`config.mk`:
```
export PLATFORM = sky130hd
export DESIGN_NAME = dram_access_sequencer
export DESIGN_NICKNAME = d
export VERILOG_FILES = /design/src/rtl/dram_access_sequencer.v
export VERILOG_INCLUDE_DIRS = /design/src /design/src/pkg
export SDC_FILE = /design/constraint.sdc
export NUM_CORES = 1
export LEC_CHECK = 0
export ABC_AREA = 1
export BUFFER_PORTS_ARGS = -buffer_cell sky130_fd_sc_hd__buf_2
export CORE_UTILIZATION = 53
export DETAILED_ROUTE_END_ITERATION = 6
export PLACE_DENSITY = 0.79
export REMOVE_ABC_BUFFERS = 1
export SLEW_MARGIN = 20
export SYNTH_ARGS = -nofsm -noshare
export SYNTH_HDL_FRONTEND = slang
export SYNTH_SLANG_ARGS = --single-unit
```
`constraint.sdc`:
```
create_clock -name sys_clk_in -period 1.8 [get_ports sys_clk_in]
set_input_delay 0.18 -clock sys_clk_in [delete_from_list [all_inputs] [get_ports sys_clk_in]]
set_output_delay 0.18 -clock sys_clk_in [all_outputs]
set_load 0.01 [all_outputs]
```
`src/pkg/dram_seq_defs.vh`:
```
// Constants for the DRAM access sequencer
`ifndef DRAM_SEQ_DEFS_VH
`define DRAM_SEQ_DEFS_VH

// Sequencer state field, bit3..bit0
`define ST_IDLE         4'h0
`define ST_ACC_BEGIN    4'h4
`define ST_ACC_COLUMN   4'h6
`define ST_READ_BEAT    4'h2
`define ST_WRITE_ONE    4'he
`define ST_WRITE_TWO    4'hc
`define ST_WRITE_THREE  4'h7
`define ST_REF_BEGIN    4'h8
`define ST_REF_ACTIVE   4'h9
`define ST_REF_END      4'hb
`define ST_WIND_DOWN    4'h1
`define ST_POWER_UP     4'hf
`define ST_ILLEGAL_1    4'h3
`define ST_ILLEGAL_2    4'h5
`define ST_ILLEGAL_3    4'ha
`define ST_ILLEGAL_4    4'hd

// RAM window: address bits 29..22 all zero
`define RAM_SEL_HI      29
`define RAM_SEL_LO      22
`define RAM_SEL_MATCH   8'h00

// Cycle status codes for interrupt acknowledge / internal register
`define CS_INTACK       3'h3
`define CS_IPR          3'h2

// Burst type from latched address bits 31..30
`define BURST_LONG      2'h0
`define BURST_QUAD      2'h2
`define BURST_HEX       2'h1
`define BURST_OCTA      2'h3

// Last-beat value of the column flip count for each burst
`define LAST_LONG       2'h1
`define LAST_QUAD       2'h2
`define LAST_HEX        2'h3
`define LAST_OCTA       2'h0

// Precharge dwell per state
`define CLK_PERIOD_NS   8
`define PRECHARGE_NS    50
`define PRECHARGE_CYC   ((`PRECHARGE_NS + `CLK_PERIOD_NS - 1) / `CLK_PERIOD_NS)

// Refresh address counter
`define REF_ADDR_W      10
`define REF_ADDR_RST    10'h000

`endif

```
`src/rtl/dram_access_sequencer.v`:
```
// DRAM address decoder and access/refresh sequencer
`timescale 1ns/1ps
`include "dram_seq_defs.vh"
//
// Contract
// - RAM selected only when address bits 29..22 are all zero.
// - Selects captured on rising edge of the address strobe.
// - Intack/IPR is read-with-status 011, or status 010.
// - Both selects cleared when strobe drops while either select held.
// - Parity/cache drivers enabled by data strobe during RAM cycle.
// - All state and burst flag bits run on the phase A clock.
// - Idle 0000, access_begin 0100, access_column 0110.
// - Read_beat 0010, wind_down 0001, power-up 1111.
// - Write beats encode 1110, 1100, 0111.
// - Refresh states encode 1000, 1001, 1011.
// - Codes 0011, 0101, 1010, 1101 are illegal and return toward idle.
// - Refresh arbitrated against access; row/column/address strobes ordered.
// - Late phase flag times the ready assertion.
// - Latched write picks write branch, else read branch.
// - No access starts during an interrupt acknowledge cycle.
// - Address bits 31..30 give burst length; 10 is a quadword read.
// - Column flip outputs fed back to find the last longword.
// - Power reset runs refresh cycles continuously.
// - System reset request forces idle and clears the strobe, refresh, flip and ready outputs.
// - Refresh cycle drives refresh address; its end advances the counter.
// - Access starts only with strobe and select, no intack, no refresh.
// - Every cycle not cut short by a system reset request ends through wind_down then idle, each a precharge.

module dram_access_sequencer #(
  parameter REF_W    = `REF_ADDR_W,
  parameter DWELL    = `PRECHARGE_CYC
) (
  // Clock and reset
  input  wire             sys_clk_in,
  input  wire             nrst_in,
  // Processor bus
  input  wire             addr_strobe_in,
  input  wire             data_strobe_in,
  input  wire             write_in,
  input  wire [7:0]       data_address_lines_in,
  input  wire [2:0]       cycle_status_lines_in,
  input  wire             synced_addr_strobe_in,
  input  wire             late_phase_flag_in,
  input  wire             latched_write_in,
  input  wire [1:0]       latched_address_in,
  // Reset and refresh control
  input  wire             power_reset_in,
  input  wire             system_reset_request_in,
  input  wire             refresh_request_in,
  // Decoder outputs
  output reg              ram_select_out,
  output reg              intack_or_ipr_cycle_out,
  output reg              parity_cache_drive_enable_out,
  // DRAM and ready outputs
  output reg              row_strobe_out,
  output reg              column_strobe_enable_out,
  output reg              refresh_cycle_active_out,
  output reg              col_bit2_flip_out,
  output reg              col_bit3_flip_out,
  output reg              memory_ready_out,
  output reg [REF_W-1:0]  refresh_addr_out
);

  //////////////////////////////////////////////////////////////////////////
  // Address and cycle status decoder

  reg  as_prev_reg;
  wire as_rise;
  wire cycle_select_clear;
  wire ram_hit;
  wire intack_hit;
  reg  ram_sel_next;
  reg  intack_next;

  assign as_rise = addr_strobe_in & ~as_prev_reg;
  assign ram_hit = (data_address_lines_in == `RAM_SEL_MATCH);
  assign intack_hit =
    (~write_in & (cycle_status_lines_in == `CS_INTACK)) |
    (cycle_status_lines_in == `CS_IPR);
  assign cycle_select_clear = ~addr_strobe_in &
    (ram_select_out | intack_or_ipr_cycle_out);

  always @* begin
    ram_sel_next = ram_select_out;
    intack_next  = intack_or_ipr_cycle_out;
    if (cycle_select_clear) begin
      ram_sel_next = 1'b0;
      intack_next  = 1'b0;
    end else if (as_rise) begin
      ram_sel_next = ram_hit;
      intack_next  = intack_hit;
    end
  end

  always @(posedge sys_clk_in) begin
    if (!nrst_in) begin
      as_prev_reg                   <= 1'b0;
      ram_select_out                <= 1'b0;
      intack_or_ipr_cycle_out       <= 1'b0;
      parity_cache_drive_enable_out <= 1'b0;
    end else begin
      as_prev_reg                   <= addr_strobe_in;
      ram_select_out                <= ram_sel_next;
      intack_or_ipr_cycle_out       <= intack_next;
      parity_cache_drive_enable_out <= data_strobe_in & ram_sel_next;
    end
  end

  //////////////////////////////////////////////////////////////////////////
  // Sequencer

  // Flip count value reached after the last beat of the burst
  function [1:0] last_count;
    input [1:0] burst;
    begin
      case (burst)
        `BURST_LONG: last_count = `LAST_LONG;
        `BURST_QUAD: last_count = `LAST_QUAD;
        `BURST_HEX:  last_count = `LAST_HEX;
        default:     last_count = `LAST_OCTA;
      endcase
    end
  endfunction

  reg  [3:0] state_reg;
  reg  [3:0] state_next;
  reg        flag_reg;
  reg        flag_next;
  reg  [7:0] dwell_reg;
  reg        ras_next;
  reg        cas_next;
  reg        refc_next;
  reg        inv2_next;
  reg        inv3_next;
  reg        rdy_next;
  wire       refresh_due;
  wire       mem_access;
  wire       dwell_done;
  wire [1:0] flip_count;
  wire [1:0] flip_step;
  wire       last_beat;

  assign refresh_due = refresh_request_in | power_reset_in;
  assign mem_access  = synced_addr_strobe_in & ram_select_out &
                       ~intack_or_ipr_cycle_out;
  assign dwell_done  = (dwell_reg >= DWELL - 1);
  assign flip_count  = {col_bit3_flip_out, col_bit2_flip_out};
  assign flip_step   = flip_count + 2'h1;
  assign last_beat   = (flip_count == last_count(latched_address_in));

  always @* begin
    state_next = state_reg;
    flag_next  = flag_reg;
    ras_next   = row_strobe_out;
    cas_next   = column_strobe_enable_out;
    refc_next  = refresh_cycle_active_out;
    inv2_next  = col_bit2_flip_out;
    inv3_next  = col_bit3_flip_out;
    rdy_next   = memory_ready_out;
    case (state_reg)
      `ST_IDLE: begin
        ras_next  = 1'b0;
        cas_next  = 1'b0;
        refc_next = 1'b0;
        inv2_next = 1'b0;
        inv3_next = 1'b0;
        rdy_next  = 1'b0;
        flag_next = 1'b0;
        if (dwell_done && refresh_due) begin
          state_next = `ST_REF_BEGIN;
          refc_next  = 1'b1;
          cas_next   = 1'b1;
        end else if (dwell_done && mem_access) begin
          state_next = `ST_ACC_BEGIN;
          ras_next   = 1'b1;
        end
      end
      `ST_ACC_BEGIN: begin
        if (mem_access && data_strobe_in) begin
          state_next = `ST_ACC_COLUMN;
          cas_next   = 1'b1;
        end else if (!mem_access) begin
          state_next = `ST_REF_END;
        end
      end
      `ST_ACC_COLUMN: begin
        if (late_phase_flag_in &&
            (latched_write_in || !flag_reg || !data_strobe_in)) begin
          rdy_next   = 1'b1;
          cas_next   = 1'b0;
          inv2_next  = flip_step[0];
          inv3_next  = flip_step[1];
          state_next = latched_write_in ? `ST_WRITE_ONE
                                        : `ST_READ_BEAT;
        end
      end
      `ST_READ_BEAT: begin
        rdy_next = 1'b0;
        if (mem_access && !last_beat) begin
          state_next = `ST_ACC_COLUMN;
          cas_next   = 1'b1;
          flag_next  = 1'b1;
        end else begin
          state_next = `ST_WIND_DOWN;
          ras_next   = 1'b0;
          cas_next   = 1'b0;
          inv2_next  = 1'b0;
          inv3_next  = 1'b0;
          flag_next  = 1'b0;
        end
      end
      `ST_WRITE_ONE: begin
        rdy_next = 1'b0;
        if (mem_access && !last_beat) begin
          state_next = `ST_WRITE_TWO;
        end else begin
          state_next = `ST_WIND_DOWN;
          ras_next   = 1'b0;
          cas_next   = 1'b0;
          inv2_next  = 1'b0;
          inv3_next  = 1'b0;
          flag_next  = 1'b0;
        end
      end
      `ST_WRITE_TWO: begin
        if (!data_strobe_in)
          state_next = `ST_WRITE_THREE;
      end
      `ST_WRITE_THREE: begin
        if (data_strobe_in) begin
          state_next = `ST_ACC_COLUMN;
          cas_next   = 1'b1;
          flag_next  = 1'b1;
        end
      end
      `ST_REF_BEGIN: begin
        state_next = `ST_REF_ACTIVE;
        ras_next   = 1'b1;
      end
      `ST_REF_ACTIVE: begin
        state_next = `ST_REF_END;
        cas_next   = 1'b0;
      end
      `ST_REF_END: begin
        state_next = `ST_WIND_DOWN;
        refc_next  = 1'b0;
        ras_next   = 1'b0;
      end
      `ST_WIND_DOWN: begin
        ras_next  = 1'b0;
        cas_next  = 1'b0;
        refc_next = 1'b0;
        inv2_next = 1'b0;
        inv3_next = 1'b0;
        rdy_next  = 1'b0;
        flag_next = 1'b0;
        if (dwell_done)
          state_next = `ST_IDLE;
      end
      default: begin
        state_next = `ST_WIND_DOWN;
        ras_next   = 1'b0;
        cas_next   = 1'b0;
        refc_next  = 1'b0;
        inv2_next  = 1'b0;
        inv3_next  = 1'b0;
        rdy_next   = 1'b0;
        flag_next  = 1'b0;
      end
    endcase
    if (system_reset_request_in) begin
      state_next = `ST_IDLE;
      ras_next   = 1'b0;
      cas_next   = 1'b0;
      refc_next  = 1'b0;
      inv2_next  = 1'b0;
      inv3_next  = 1'b0;
      rdy_next   = 1'b0;
      flag_next  = 1'b0;
    end
  end

  // State, flag and outputs all on the one clock
  always @(posedge sys_clk_in) begin
    if (!nrst_in) begin
      state_reg                <= `ST_POWER_UP;
      flag_reg                 <= 1'b0;
      dwell_reg                <= 8'h00;
      row_strobe_out           <= 1'b0;
      column_strobe_enable_out <= 1'b0;
      refresh_cycle_active_out <= 1'b0;
      col_bit2_flip_out        <= 1'b0;
      col_bit3_flip_out        <= 1'b0;
      memory_ready_out         <= 1'b0;
      refresh_addr_out         <= `REF_ADDR_RST;
    end else begin
      state_reg                <= state_next;
      flag_reg                 <= flag_next;
      if (state_next != state_reg)
        dwell_reg <= 8'h00;
      else if (!dwell_done)
        dwell_reg <= dwell_reg + 8'h01;
      row_strobe_out           <= ras_next;
      column_strobe_enable_out <= cas_next;
      refresh_cycle_active_out <= refc_next;
      col_bit2_flip_out        <= inv2_next;
      col_bit3_flip_out        <= inv3_next;
      memory_ready_out         <= rdy_next;
      if (refresh_cycle_active_out && !refc_next)
        refresh_addr_out <= refresh_addr_out + 1'b1;
    end
  end

endmodule // dram_access_sequencer

```
==> impl_metrics.tcl, run 1 <==
set metrics [dict create \
    status "finished, violations left" \
    violations "negative setup slack" \
    avgRoutedWirePerCell_um 13.5 \
    syn_area_per_cell_sq_um 6.45 \
    ios 43 \
    rsz0062_at_grt "true" \
    synthAdderAreaFrac 0.0332 \
    numCtsBuffers 5 \
    dieArea_sq_um 3800 \
    fp.dieH_um 61.6 \
    worst_setup_path_end_kind "register" \
    crit_required_ps 2090 \
    synth_xor_area_frac 0.0325 \
    fin_ws_ps -68.8 \
    grt_pass1_wl_mm 7.73 \
    crit_arrival_ps 2160 \
    htree_levels 2 \
    initial_utilization 0.560 \
    setup_viol 8 \
    maxSlewViolCount 0 \
    layout.cells.non_filler 428 \
    ys_warn_count 0 \
    route.detailed.drc 0 \
    yosysMostFrequentCell "nand2_1" \
    cts.sinks 33 \
    synth_compound_area_frac 0.0996 \
    cts_tree "done" \
    crit_type "reg -> reg" \
    fin_nets 410 \
    tightest_slew_ps 373 \
    placed_cells 411 \
    dr.pass1.iters 5 \
    powerDensity_nw_per_um2 585 \
    ctsRootBufferMaster "clkbuf_4" \
    hold_violations 0 \
    via_count 2263 \
    rr_endpoint "dwell_reg[5]" \
    synth_commonest_cells "74 x nand2_1, 40 x nor2_1, 36 x inv_1, 33 x dfxtp_1, 26 x nand3_1" \
    rrSetupSlack_ps -70 \
    n_antenna_cell 0 \
    drive_gt1_frac 0.385 \
    area_delta_synth_final_pct 43.9 \
    dieWidth_um 61.6 \
    yosysTopAreaCellShare 0.351 \
    wirelength_mm 5.79 \
    fin_crit_ps 1870 \
    portBuffers 42 \
    maxCapViolations 0 \
    ys_ff_latch 33 \
    netlist_instances 292 \
    vias_per_cell 5.29 \
    clk_latency_ps 360 \
    synth_mux_area_frac 0 \
    hold_start "addr_strobe_in" \
    max_freq_mhz 535 \
    antenna_found_initial 0 \
    p_leak_uw 0.00131 \
    relSlewSlack 0.750 \
    finish.utilization 0.806 \
    timing.hold.ws_ps 23.0 \
    track_usage 0.278 \
    start_kind "register" \
    fp-row-count 21 \
    clk_pin_slew_ps 110 \
    synth_edf_count 0 \
    drt-initial-drc-count 225 \
    grt_max_degree 14 \
    synth.distinct_cells 29 \
    synth-simple-area-share 0.392 \
    core_sq_um 3360 \
    synth-async-reset-ratio 0 \
    synthTopCellsByArea "dfxtp_1 35%, nand2_1 15%, nor2_1 8.0%, inv_1 7.2%, nand3_1 6.9%" \
    skew_ps 14.2 \
    grt-ovfl-total 0 \
    largest_reg_flops 10 \
    clockBufferDepth 2 \
    holdPathEnd "as_prev_reg" \
    dpl.hpwl_mm 3.62 \
    hold_class "in -> reg" \
    min_period_over_period 1.04 \
    synth_area_sq_um 1880 \
    synthFlopType "dfxtp_1" \
    vdd_drop_max_mv 0.393 \
    synth_top_area_cell "dfxtp_1" \
    reg2regPathDepth 12 \
    synth_top_family_by_area "simple AND/OR/NAND/NOR gates" \
    grt_pass1_vias 1854 \
    worstHoldPathCells 3 \
    yosysSeqAreaShare 0.351 \
    detail-route-antenna-nets 0 \
    gp_congestion 1.00 \
    r2r_start "state_reg[0]" \
    cp_max_fo 8 \
]
worst max-delay path: stages (launching register included):
cell     delay (ps)
dfxtp_4         400
nor2_4          150
buf_4           150
nand3_1         130
nand3_1         120
nor2_1           50
nand3_1         110
nand2_1          90
nand2_1         110
nand2_2          70
nor2_4          120
nand3_4         160
nor2_2          130
per-stage QoR:
| stage | instance area, sq um | power (uW) | TNS [ps] | worst slack, ps |
|---|---|---|---|---|
| 4_1_cts | 2500 | 1500 | 0 | 1.51 |
| 3_3_place_gp | 2390 | 1070 | -609 | -131 |
| 3_5_place_dp | 2390 | 1070 | -316 | -78.3 |
| 5_1_grt | 2710 | 1640 | -1160 | -163 |
| 2_1_floorplan | 1870 | 950 | 0 | 53.2 |
| 6_report | 2710 | 1590 | -364 | -68.8 |
cells by family after synthesis:
| kind of cell | after synthesis |
|---|---|
| flops | 33 |
| xor+xnor | 7 |
| simple gates | 167 |
| fa+ha+maj | 5 |
| compound gates | 35 |
| buf+inv | 45 |
metal layers:
layer | wire length (um) | vias to the layer above | track usage
met5 | 0 | - | 0
met4 | 248 | 0 | 0.130
met3 | 363 | 30 | 0.0714
met2 | 2770 | 100 | 0.456
met1 | 2400 | 1014 | 0.340
li1 | - | 1119 | -
area by class of cell:
class	instances	area, sq um
Clock buffer	5	37.5
Clock inverter	3	17.5
Fill cell	258	652
Inverter	42	171
Multi-Input combinational cell	214	1210
Sequential cell	33	678
Tap cell	46	57.6
Timing Repair Buffer	85	537
worst max path at each step:
stage | from | end | slack, ps | cells past startpoint
global route | state_reg[0] | dwell_reg[1] | -160 | 13
detailed placement | state_reg[2] | refresh_addr_out[2] | -80 | 11
CTS | dwell_reg[0] | dwell_reg[1] | 2 | 12
finish | state_reg[0] | dwell_reg[5] | -70 | 12
floorplan | state_reg[1] | refresh_addr_out[2] | 50 | 10
global placement | state_reg[2] | refresh_addr_out[2] | -130 | 10
repair_timing:
item	CTS	global route
hold buffers	0	0
buffers inserted	4	5
cloned	0	0
setup endpoints to repair	16	19
pin swaps	7	18
resized for setup	12	54
cell usage in the layout, fill, tap and decap left out, types with 5 or more instances in the layout:
master / count
buf_2: 42
nand3_2: 6
inv_1: 31
nand3_1: 20
nand2_2: 10
nor2_4: 7
clkbuf_4: 5
inv_2: 6
nor2_2: 9
nor3_1: 6
nand4_1: 8
a21oi_1: 14
buf_4: 42
nand2_1: 64
o21ai_0: 12
dfxtp_1: 27
nor2_1: 27
power by group:
part	internal (uW)	leakage, uW	total [uW]	switching, uW
Clock	147	0.0000310	429	282
Sequential	748	0.000270	774	25.4
Combinational	158	0.00101	384	226
Note: power is estimated with default switching activity, not from simulation.
==> run 2, diff against run 1 <==
--- a/config.mk
+++ b/config.mk
@@ -10,7 +10,7 @@
 export BUFFER_PORTS_ARGS = -buffer_cell sky130_fd_sc_hd__buf_2
 export CORE_UTILIZATION = 53
 export DETAILED_ROUTE_END_ITERATION = 6
-export PLACE_DENSITY = 0.79
+export PLACE_DENSITY = 0.85
 export REMOVE_ABC_BUFFERS = 1
 export SLEW_MARGIN = 20
 export SYNTH_ARGS = -nofsm -noshare
==> run 2 against run 1 <==
  * The run still ends with negative setup slack left
  * Critical path type unchanged
  * Clock power is 63% higher
  * Via count is 0.49% higher
  * Combinational power is 2% lower
==> impl_metrics.tcl, run 2 (synthesis gave the netlist of run 1 again) <==
set metrics [dict create \
    final_cell_mix "64 x nand2_1, 42 x buf_2, 35 x buf_4" \
    grt_pass1_vias 1970 \
    crit_path_start "state_reg[0]" \
    cts_tree "done" \
    dieWidth_um 61.6 \
    n_antenna_cell 0 \
    via_count 2274 \
    start_kind "register" \
    clockBufferDepth 2 \
    status "finished, violations left" \
    crit_arrival_ps 2140 \
    critPathMaxStageDelay_ps 370 \
    cp-endpoint "col_bit3_flip_out" \
    p_leak_uw 0.00130 \
    violations "negative setup slack" \
    largest_reg_flops 10 \
    area_delta_synth_final_pct 42.8 \
    crit_required_ps 2100 \
    p_total_uw 1850 \
    fin_crit_ps 1840 \
    relSlewSlack 0.780 \
    grt-ovfl-total 0 \
    grt_pass1_wl_mm 8.29 \
    vias_per_cell 5.40 \
    route.detailed.drc 0 \
    worst_setup_path_end_kind "register" \
    cts.sinks 33 \
    rsz0062_at_grt "true" \
    ctsRootBufferMaster "clkbuf_4" \
    cp_max_fo 3 \
    rr_endpoint "col_bit3_flip_out" \
    grt_max_degree 14 \
    max_freq_mhz 543 \
    tightest_slew_ps 328 \
    ios 43 \
    detail-route-antenna-nets 0 \
    gp_congestion 0.959 \
    powerDensity_nw_per_um2 687 \
    numCtsBuffers 5 \
    drive_gt1_frac 0.373 \
    core_sq_um 3360 \
    reg2regPathDepth 12 \
    fin_ws_ps -41.8 \
    crit_type "reg -> reg" \
    fp.dieH_um 61.6 \
    fin_nets 403 \
    dpl.hpwl_mm 3.69 \
    rrSetupSlack_ps -40 \
    worstHoldPathCells 3 \
    maxSlewViolCount 0 \
    skew_ps 19.7 \
    portBuffers 42 \
    vdd_drop_max_mv 0.619 \
    crit_top_cell "nand2_1" \
    track_usage 0.296 \
    cp_slowest_cell "dfxtp_2" \
    min_period_over_period 1.02 \
    clk_latency_ps 350 \
    fill_cells 268 \
    maxCapViolations 0 \
    hold_violations 0 \
    crit_chain "buf_6 -> nor2_4 -> nand2_1 -> inv_1 -> buf_4 -> nor2_2 -> nand3_1 -> inv_1 -> nand2_1 -> nor3_1 -> nand2_1 -> a21oi_2" \
    dr.pass1.iters 5 \
    drt-initial-drc-count 156 \
    initial_utilization 0.560 \
    wirelength_mm 5.73 \
    cts.hold.buffers_added 0 \
    final_common_cell "nand2_1" \
    htree_levels 2 \
    finish.utilization 0.800 \
    antenna_found_initial 0 \
    r2r_start "state_reg[0]" \
    dieArea_sq_um 3800 \
    fp-row-count 21 \
    hold_class "in -> reg" \
    setup_viol 1 \
    clk_pin_slew_ps 120 \
    avgRoutedWirePerCell_um 13.6 \
]
## run 2: changes by cell type in the layout (fill, tap and decap cells not counted), moves of 2 or more
cell       before  now
buf_4          42   35
bufinv_16       0    2
dfxtp_4         4    2
inv_1          31   34
inv_2           6    3
nor2_2          9   12
nor2_4          7    3
o21ai_0        12    9
o21ai_1         1    4
## run 2: area by class of cell
| cell class | count | area, sq um | share of cell area |
|---|---|---|---|
| Clock buffer | 5 | 37.5 | 0.0139 |
| Clock inverter | 3 | 65.1 | 0.0242 |
| Inverter | 42 | 166 | 0.0618 |
| Multi-Input combinational cell | 214 | 1210 | 0.449 |
| Sequential cell | 33 | 672 | 0.250 |
| Tap cell | 46 | 57.6 | 0.0214 |
| Timing Repair Buffer | 78 | 484 | 0.180 |
## run 2: report_power, final
group / internal [uW] / switching, uW
Combinational: 154 / 223
Clock: 430 / 271
Sequential: 749 / 21.0
Total: 1330 / 516
## run 2: how the worst min path moves through the flow
stage,from,to,slack [ps]
floorplan,nrst_in,state_reg[2],250
global placement,addr_strobe_in,as_prev_reg,380
detailed placement,addr_strobe_in,as_prev_reg,380
CTS,addr_strobe_in,as_prev_reg,20
global route,addr_strobe_in,as_prev_reg,20
finish,addr_strobe_in,as_prev_reg,40
## run 2: repair_timing
action	CTS	global route
pin swaps	5	18
endpoints found under the setup margin	14	20
setup buffers	3	4
resized for setup	9	52
hold endpoints to repair	0	0
## run 2: worst max-delay path, delay by kind of cell, from the launching register on
kind,cells,cell delay [ps]
and+or+nand+nor,7,830
buffers and inverters,4,420
DFF,1,370
AOI/OAI and AO/OA,1,150
## run 2: layer usage
layer  vias to the layer above  part of all wire  global-route usage
met5                         -                 0                   0
met4                         0             0.034               0.133
met3                        27             0.080              0.0525
met2                       126              0.48               0.499
met1                      1013              0.40               0.367
li1                       1108                 -                   -
## run 2: through the flow
step / setup slack (ps) / hold slack [ps] / area (sq um) / instances / TNS [ps]
6_report: -41.8 / 38.2 / 2690 / 421 / -41.8
5_1_grt: -136 / 20.3 / 2690 / 421 / -677
2_1_floorplan: 53.2 / 249 / 1870 / 289 / 0
3_5_place_dp: -61.5 / 380 / 2350 / 406 / -364
4_1_cts: 4.60 / 22.0 / 2510 / 417 / 0
3_3_place_gp: -33.2 / 377 / 2350 / 406 / -261
